File: config.mk
export PLATFORM = sky130hd
export DESIGN_NAME = daf_diag_alert
export DESIGN_NICKNAME = d
export VERILOG_FILES = /design/src/shared/daf_pkg.sv /design/src/rtl/daf_diag_alert.sv
export SDC_FILE = /design/constraint.sdc
export NUM_CORES = 1
export LEC_CHECK = 0
export BUFFER_PORTS_ARGS = -buffer_cell sky130_fd_sc_hd__clkbuf_2
export CAP_MARGIN = 20
export CELL_PAD_IN_SITES_DETAIL_PLACEMENT = 1
export CELL_PAD_IN_SITES_GLOBAL_PLACEMENT = 2
export CORE_UTILIZATION = 27
export DETAILED_ROUTE_END_ITERATION = 8
export PLACE_DENSITY_LB_ADDON = 0.12
export RECOVER_POWER = 50
export SLEW_MARGIN = 5
export SYNTH_ARGS = -nofsm -noshare
export SYNTH_HDL_FRONTEND = slang
export SYNTH_SLANG_ARGS = --single-unit
File: constraint.sdc
create_clock -name core_clk -period 1.6 [get_ports core_clk]
set_input_delay 0.08 -clock core_clk [delete_from_list [all_inputs] [get_ports core_clk]]
set_output_delay 0.08 -clock core_clk [all_outputs]
set_load 0.05 [all_outputs]
File: src/shared/daf_pkg.sv
// ============================================================
// Constants and carriers for the diagnostic flag and alert block.
// ============================================================
package daf_pkg;

    // Register indices on the internal register port.
    localparam logic [7:0] DAF_ADDR_ENERGY = 8'h09; // Energy accumulator.
    localparam logic [7:0] DAF_ADDR_CHARGE = 8'h0a; // Charge accumulator.
    localparam logic [7:0] DAF_ADDR_DIAG = 8'h0b; // Diagnostic register.

    // Field positions inside the diagnostic register.
    localparam int DAF_BIT_LATCH = 15; // Latched or transparent mode.
    localparam int DAF_BIT_RDY_EN = 14; // Conversion done drives alert.
    localparam int DAF_BIT_AVG_SEL = 13; // Compare averaged results.
    localparam int DAF_BIT_POL = 12; // Alert polarity.
    localparam int DAF_BIT_ENERGY_OF = 11; // Energy accumulator overflow.
    localparam int DAF_BIT_CHARGE_OF = 10; // Charge accumulator overflow.
    localparam int DAF_BIT_ARITH_OF = 9; // Arithmetic overflow.
    localparam int DAF_BIT_RSVD = 8; // Reserved, reads zero.
    localparam int DAF_BIT_LIM_MSB = 7; // Top of the limit flag field.
    localparam int DAF_BIT_LIM_LSB = 2; // Bottom of the limit flag field.
    localparam int DAF_BIT_CONV = 1; // Conversion done.
    localparam int DAF_BIT_MEM = 0; // Trim memory health.

    // Value of the diagnostic register after reset.
    localparam logic [15:0] DAF_DIAG_RESET = 16'h0001;
    localparam logic [3:0] DAF_CTRL_RESET = 4'h0;

    // One bit per limit comparison, ordered as in the register.
    typedef struct packed {
        logic temp_over; // Die temperature above its limit.
        logic shunt_over; // Shunt voltage above its limit.
        logic shunt_under; // Shunt voltage below its limit.
        logic bus_over; // Bus voltage above its limit.
        logic bus_under; // Bus voltage below its limit.
        logic power_over; // Power above its limit.
    } daf_lim_s;

    // Control bits that software writes.
    typedef struct packed {
        logic alert_latch_mode; // One holds flags until a read.
        logic ready_on_alert_enable; // One routes done to alert.
        logic averaged_compare_select; // One compares averaged values.
        logic alert_polarity_select; // One makes alert active high.
    } daf_ctrl_s;

endpackage

File: src/rtl/daf_diag_alert.sv
`timescale 1ns/1ns
// What this block does
// - Transparent mode: flags and alert follow faults.
// - Latched mode: hold alert until register read.
// - Ready-on-alert routes conversion done to alert.
// - Compare select picks raw or averaged results.
// - Polarity bit picks active-low or active-high alert.
// - Energy accumulator overflow sets its flag.
// - Reading energy accumulator clears its flag.
// - Charge accumulator overflow sets its flag.
// - Reading charge accumulator clears its flag.
// - Internal calculation overflow sets arithmetic flag.
// - New conversion or accumulator clear resets it.
// - Bit 8 always reads zero.
// - Temperature above limit sets its flag.
// - Shunt above over-limit sets its flag.
// - Shunt below under-limit sets its flag.
// - Bus above over-limit sets its flag.
// - Bus below under-limit sets its flag.
// - Power above limit sets its flag.
// - Latched mode: diagnostic read clears limit flags.
// - Reset loads diagnostic register with 0001h.
// - Done sets flag; start clears; latched: read clears.
// - Trim checksum error drives memory health low.
module daf_diag_alert
    import daf_pkg::*;
(
    input wire logic core_clk,
    input wire logic rst_n,
    input wire logic reg_wr,
    input wire logic reg_rd,
    input wire logic [7:0] reg_addr,
    input wire logic [15:0] reg_wdata,
    output logic [15:0] reg_rdata,
    output logic reg_rvalid,
    input wire daf_lim_s lim_raw,
    input wire daf_lim_s lim_avg,
    input wire logic conv_done,
    input wire logic conv_start,
    input wire logic accumulator_clear_cmd,
    input wire logic energy_ovf_evt,
    input wire logic charge_ovf_evt,
    input wire logic arith_ovf_evt,
    input wire logic trim_crc_err,
    input wire logic alert_in,
    output logic alert_out,
    output logic alert_oe_n
);

    // ============================================================
    // Decode of the register port
    // ============================================================
    daf_ctrl_s ctrl; // Software controlled mode bits.
    daf_lim_s lim_flags; // Limit violation flags.
    daf_lim_s lim_sel; // Fault levels after compare select.
    daf_lim_s next_lim_flags; // Next limit flag value.
    logic energy_overflow_flag; // Sticky energy overflow.
    logic charge_overflow_flag; // Sticky charge overflow.
    logic arith_overflow_flag; // Sticky arithmetic overflow.
    logic conversion_done_flag; // Conversion completed.
    logic trim_memory_health; // One while trim memory is good.
    logic diag_rd; // Read of the diagnostic register.
    logic diag_wr; // Write of the diagnostic register.
    logic energy_rd; // Read of the energy accumulator.
    logic charge_rd; // Read of the charge accumulator.
    logic alert_active; // Alert condition before polarity.
    logic [15:0] diag_value; // Assembled register image.

    // Address matching shared by reads and writes.
    function automatic logic hit(input logic [7:0] a, input logic [7:0] r);
        hit = (a == r);
    endfunction

    assign diag_rd = reg_rd && hit(reg_addr, DAF_ADDR_DIAG);
    assign diag_wr = reg_wr && hit(reg_addr, DAF_ADDR_DIAG);
    assign energy_rd = reg_rd && hit(reg_addr, DAF_ADDR_ENERGY);
    assign charge_rd = reg_rd && hit(reg_addr, DAF_ADDR_CHARGE);

    // ============================================================
    // Control bits
    // ============================================================
    // Only the four mode bits take written data; flags are owned
    // by hardware so a write cannot fake or lose an event.
    always_ff @(posedge core_clk or negedge rst_n) begin
        if (!rst_n) begin
            ctrl <= DAF_CTRL_RESET;
        end else if (diag_wr) begin
            ctrl <= reg_wdata[DAF_BIT_LATCH:DAF_BIT_POL];
        end
    end

    // ============================================================
    // Limit flags
    // ============================================================
    // The compare select chooses which result stream feeds the
    // flags; averaged results arrive later, delaying the alert.
    assign lim_sel = ctrl.averaged_compare_select ? lim_avg : lim_raw;

    // Transparent mode mirrors the fault level. Latched mode keeps
    // each flag until a read, and a fault seen during that read
    // still sets the flag so the event is not lost.
    always_comb begin
        if (!ctrl.alert_latch_mode) begin
            next_lim_flags = lim_sel;
        end else if (diag_rd) begin
            next_lim_flags = lim_sel;
        end else begin
            next_lim_flags = lim_flags | lim_sel;
        end
    end

    // Each bit is set by its own comparator level.
    always_ff @(posedge core_clk or negedge rst_n) begin
        if (!rst_n) begin
            lim_flags <= '0;
        end else begin
            lim_flags <= next_lim_flags;
        end
    end

    // ============================================================
    // Conversion done flag
    // ============================================================
    // A new triggered conversion always clears the flag; a read
    // clears it only in latched mode. Completion wins over both.
    always_ff @(posedge core_clk or negedge rst_n) begin
        if (!rst_n) begin
            conversion_done_flag <= 1'b0;
        end else if (conv_done) begin
            conversion_done_flag <= 1'b1;
        end else if (conv_start) begin
            conversion_done_flag <= 1'b0;
        end else if (diag_rd && ctrl.alert_latch_mode) begin
            conversion_done_flag <= 1'b0;
        end
    end

    // ============================================================
    // Overflow flags
    // ============================================================
    // Energy overflow is cleared by reading the energy accumulator.
    always_ff @(posedge core_clk or negedge rst_n) begin
        if (!rst_n) begin
            energy_overflow_flag <= 1'b0;
        end else if (energy_ovf_evt) begin
            energy_overflow_flag <= 1'b1;
        end else if (energy_rd) begin
            energy_overflow_flag <= 1'b0;
        end
    end

    // Charge overflow is cleared by reading the charge accumulator.
    always_ff @(posedge core_clk or negedge rst_n) begin
        if (!rst_n) begin
            charge_overflow_flag <= 1'b0;
        end else if (charge_ovf_evt) begin
            charge_overflow_flag <= 1'b1;
        end else if (charge_rd) begin
            charge_overflow_flag <= 1'b0;
        end
    end

    // Arithmetic overflow marks current and power as suspect until
    // software restarts a conversion or clears the accumulators.
    always_ff @(posedge core_clk or negedge rst_n) begin
        if (!rst_n) begin
            arith_overflow_flag <= 1'b0;
        end else if (arith_ovf_evt) begin
            arith_overflow_flag <= 1'b1;
        end else if (conv_start || accumulator_clear_cmd) begin
            arith_overflow_flag <= 1'b0;
        end
    end

    // ============================================================
    // Trim memory health
    // ============================================================
    // Resets to good; a checksum error is sticky until reset since
    // the trim values stay untrusted once a mismatch was seen.
    always_ff @(posedge core_clk or negedge rst_n) begin
        if (!rst_n) begin
            trim_memory_health <= DAF_DIAG_RESET[DAF_BIT_MEM];
        end else if (trim_crc_err) begin
            trim_memory_health <= 1'b0;
        end
    end

    // ============================================================
    // Register read
    // ============================================================
    // The image is assembled from the live flags; bit 8 is tied.
    always_comb begin
        diag_value = '0;
        diag_value[DAF_BIT_LATCH:DAF_BIT_POL] = ctrl;
        diag_value[DAF_BIT_ENERGY_OF] = energy_overflow_flag;
        diag_value[DAF_BIT_CHARGE_OF] = charge_overflow_flag;
        diag_value[DAF_BIT_ARITH_OF] = arith_overflow_flag;
        diag_value[DAF_BIT_RSVD] = 1'b0;
        diag_value[DAF_BIT_LIM_MSB:DAF_BIT_LIM_LSB] = lim_flags;
        diag_value[DAF_BIT_CONV] = conversion_done_flag;
        diag_value[DAF_BIT_MEM] = trim_memory_health;
    end

    // Diagnostic read data is captured before its clear-on-read takes effect,
    // so software sees the limit and done events that it is clearing.
    always_ff @(posedge core_clk or negedge rst_n) begin
        if (!rst_n) begin
            reg_rdata <= '0;
            reg_rvalid <= 1'b0;
        end else begin
            reg_rvalid <= diag_rd;
            reg_rdata <= diag_rd ? diag_value : '0;
        end
    end

    // ============================================================
    // Alert pin
    // ============================================================
    // Overflow flags are deliberately kept off the alert.
    assign alert_active = (|lim_flags) ||
        (ctrl.ready_on_alert_enable && conversion_done_flag);

    // Open drain: the pin is only ever pulled low. Active-low alert
    // pulls while active; active-high pulls while idle.
    always_ff @(posedge core_clk or negedge rst_n) begin
        if (!rst_n) begin
            alert_oe_n <= 1'b1;
        end else begin
            alert_oe_n <= ~(alert_active ^ ctrl.alert_polarity_select);
        end
    end
    assign alert_out = 1'b0;
endmodule

==> results.toml <==
[run_status]
status = "finished, final reports clean"

[critical_path]
critPathKind = "reg -> reg"
cp_slowest_cell = "or4_4"
worst_setup_path_end_kind = "flip-flop"
cp_max_fo = 3
cp.arrival_ns = 1.73
cp_top_family = "simple AND/OR/NAND/NOR gates"
crit_chain = "or4_4, a2111oi_4, xor2_1"
r2r_slack_ns = 0.07
cp_num_buf_inv = 0
cp-start-kind = "flip-flop"
cp.required_ns = 1.80
crit_path_max_incr_delay_ns = 0.55

[place]
place_congestion = 0.703
port-buffer-count = 51
dpl_cell_area_um2 = 1560
dpl.hpwl_um = 1950
dp_slack_ns = 0.0762

[timing]
fin_ws_ns = 0.0672
hold_ws_ns = 0.0309
worst_pin_slew_ns = 0.772
drv_slew = 0
clock.fmax_ghz = 0.652
tns_ns = 0
max_slew_margin = 0.485
fin_skew_ns = 0.00784
setup_viol = 0
rsz0062_at_grt = "no"
layout_worst_path_cycle_share = 0.958
hold_viol_final = 0
fin_crit_ns = 1.53

[cells_and_area]
drive_gt1_frac = 0.344
fin_util = 0.377
nets = 199
area_delta_synth_final_pct = 33.2
finalInstanceArea_um2 = 1660
n_antenna_cell = 0

[power]
ir_worst_vdd_v = 0.000285
power_density_nw_per_um2 = 933
leakage_nw = 0.814

[yosys]
synth_edf_count = 0
synth_area_leaders = "dfrtp_1 (60%), and2_1 (6.5%), dfstp_2 (4.2%), a221o_1 (4.0%), mux2_2 (3.6%)"
yosys_warnings = 0
yosysTopAreaCell = "dfrtp_1"
syn_area_per_cell_um2 = 14.2
ys.flop_type = "dfrtp_1"
synth_fa_ha_area_frac = 0
synth_xor_xnor_area_share = 0.00701
yosys.area.top_type_share = 0.601
async_flop_share = 1.00
syn_area_um2 = 1250
synth_top_family_by_area = "simple AND/OR/NAND/NOR gates"
synth_simple_gate_area_frac = 0.188
muxShareOfSynthArea = 0.0361
syn_inst = 88
synth_compound_area_frac = 0.100
synth_cell_types = 27
synth.ff_latch_count = 32
synth_seq_area_share = 0.643

[die]
coreArea_um2 = 4410
num_io_pins = 67
die_y_um = 70.0
die_w_um = 70.0
start_util = 0.283
row_count = 24
dieArea_um2 = 4900

[routing]
initialDrtViolationCount = 11
wl_met3_um = 181
highest_layer = "met4"
wl_met1_um = 1170
post-route-drc-count = 0
routed-wl-met2_um = 1240
ant_nets = 0
wl_per_cell_um = 13.1
vias_per_cell = 4.45
wirelength_um = 2660
drt-pass1-iter-count = 4
vias = 903

[clock_network]
cts.clk_slew.worst_paths_ns = 0.06
cts_root_buf = "clkbuf_8"
cts.sinks = 32
worstSkewPairLatency_ns = 0.28
post_cts_buffers = 0
ctsResizeCount = 0
cts_max_level = 2
cts_made_buffers = 5
cts_tree = "built"
max-clock-path-buffers = 2

[global_routing]
grt_max_degree = 33
grtUsageTotal = 0.120
grt_remaining_overflow = 0
grt_pass1_vias = 998
grt_antenna_before_repair = 0
grt_pass1_wl_um = 4420

[min_path]
hp-class = "in -> reg"

[run]
maxCapViolations = 0
## synth_stat cells (2+ instances only)
cell type	number
dfrtp_1	30
and2_1	13
nor2b_1	7
a221o_1	5
mux2_2	4
a21o_1	3
nand3_1	3
buf_4	2
dfstp_2	2
nor4bb_1	2
## path summary, 6_finish.rpt
check	from	cells after the start	to
setup / recovery	diag_value[5]	3	alert_oe_n
hold / removal	reg_wdata[13]	2	ctrl[1]
setup reg to reg	diag_value[5]	3	alert_oe_n
hold reg to reg	ctrl[0]	1	alert_oe_n
max in group asynchronous	rst_n	2	diag_value[3]
min in group asynchronous	rst_n	2	reg_rdata[12]
## area by class of cell
| type | count | area (um^2) |
|---|---|---|
| Tap cell | 52 | 65.1 |
| Multi-Input combinational cell | 52 | 407 |
| Clock buffer | 6 | 72.6 |
| Timing Repair Buffer | 59 | 307 |
| Inverter | 1 | 3.75 |
| Sequential cell | 32 | 803 |
| Clock inverter | 1 | 5.00 |
| Fill cell | 506 | 2750 |
## through the flow
stage | cells | power [mW]
final | 203 | 1.55
after global routing | 203 | 1.62
after CTS | 203 | 1.58
after detailed placement | 190 | 0.990
after global placement | 190 | 0.985
after floorplan | 89 | 0.915
## cell families (layout without fill, tap and decap cells)
| logic type | Yosys count | in the layout |
|---|---|---|
| and+or+nand+nor | 33 | 33 |
| DFF | 32 | 32 |
| AOI/OAI and AO/OA | 12 | 12 |
| buffers and inverters | 5 | 67 |
| muxes | 4 | 4 |
| other | 1 | 2 |
| xor gates and xnor gates | 1 | 1 |
## flip-flops by register name, indices dropped and copies added, names as in the netlist
register	cells
reg_rdata	15
diag_value	6
ctrl	4
alert_oe_n	1
arith_overflow_flag	1
charge_overflow_flag	1
conversion_done_flag	1
energy_overflow_flag	1
reg_rvalid	1
trim_memory_health	1
## what timing repair did
action | 4_1_cts | 5_1_grt
setup endpoints to repair | 0 | 0
hold buffers | 6 | 0
hold endpoints to repair | 35 | 0
## placed cells by master (no fill, tap or decap), types with 2 or more instances in the layout
cell           Yosys  routed
nor4bb_1           2       2
dfrtp_1           30      30
clkbuf_1           1      18
dlygate4sd3_1      0       6
dfstp_2            2       2
nand3_1            3       3
nor2b_1            7       7
clkbuf_2           0      35
a221o_1            5       5
mux2_2             4       4
conb_1             1       2
and2_1            13      13
clkbuf_8           0       5
a21o_1             3       3
## power by group
group	leakage [nW]	internal, mW	total (mW)	switching [mW]
sequential	0.409	0.828	0.848	0.0195
combinational	0.364	0.0668	0.130	0.0632
clock	0.0410	0.295	0.574	0.279
## per-layer routing
layer	global-route usage	vias up
met1	0.132	430
met5	0	-
met3	0.0433	7
met4	0.0800	0
met2	0.193	37
li1	-	429
(Power assumes the default switching activity.)
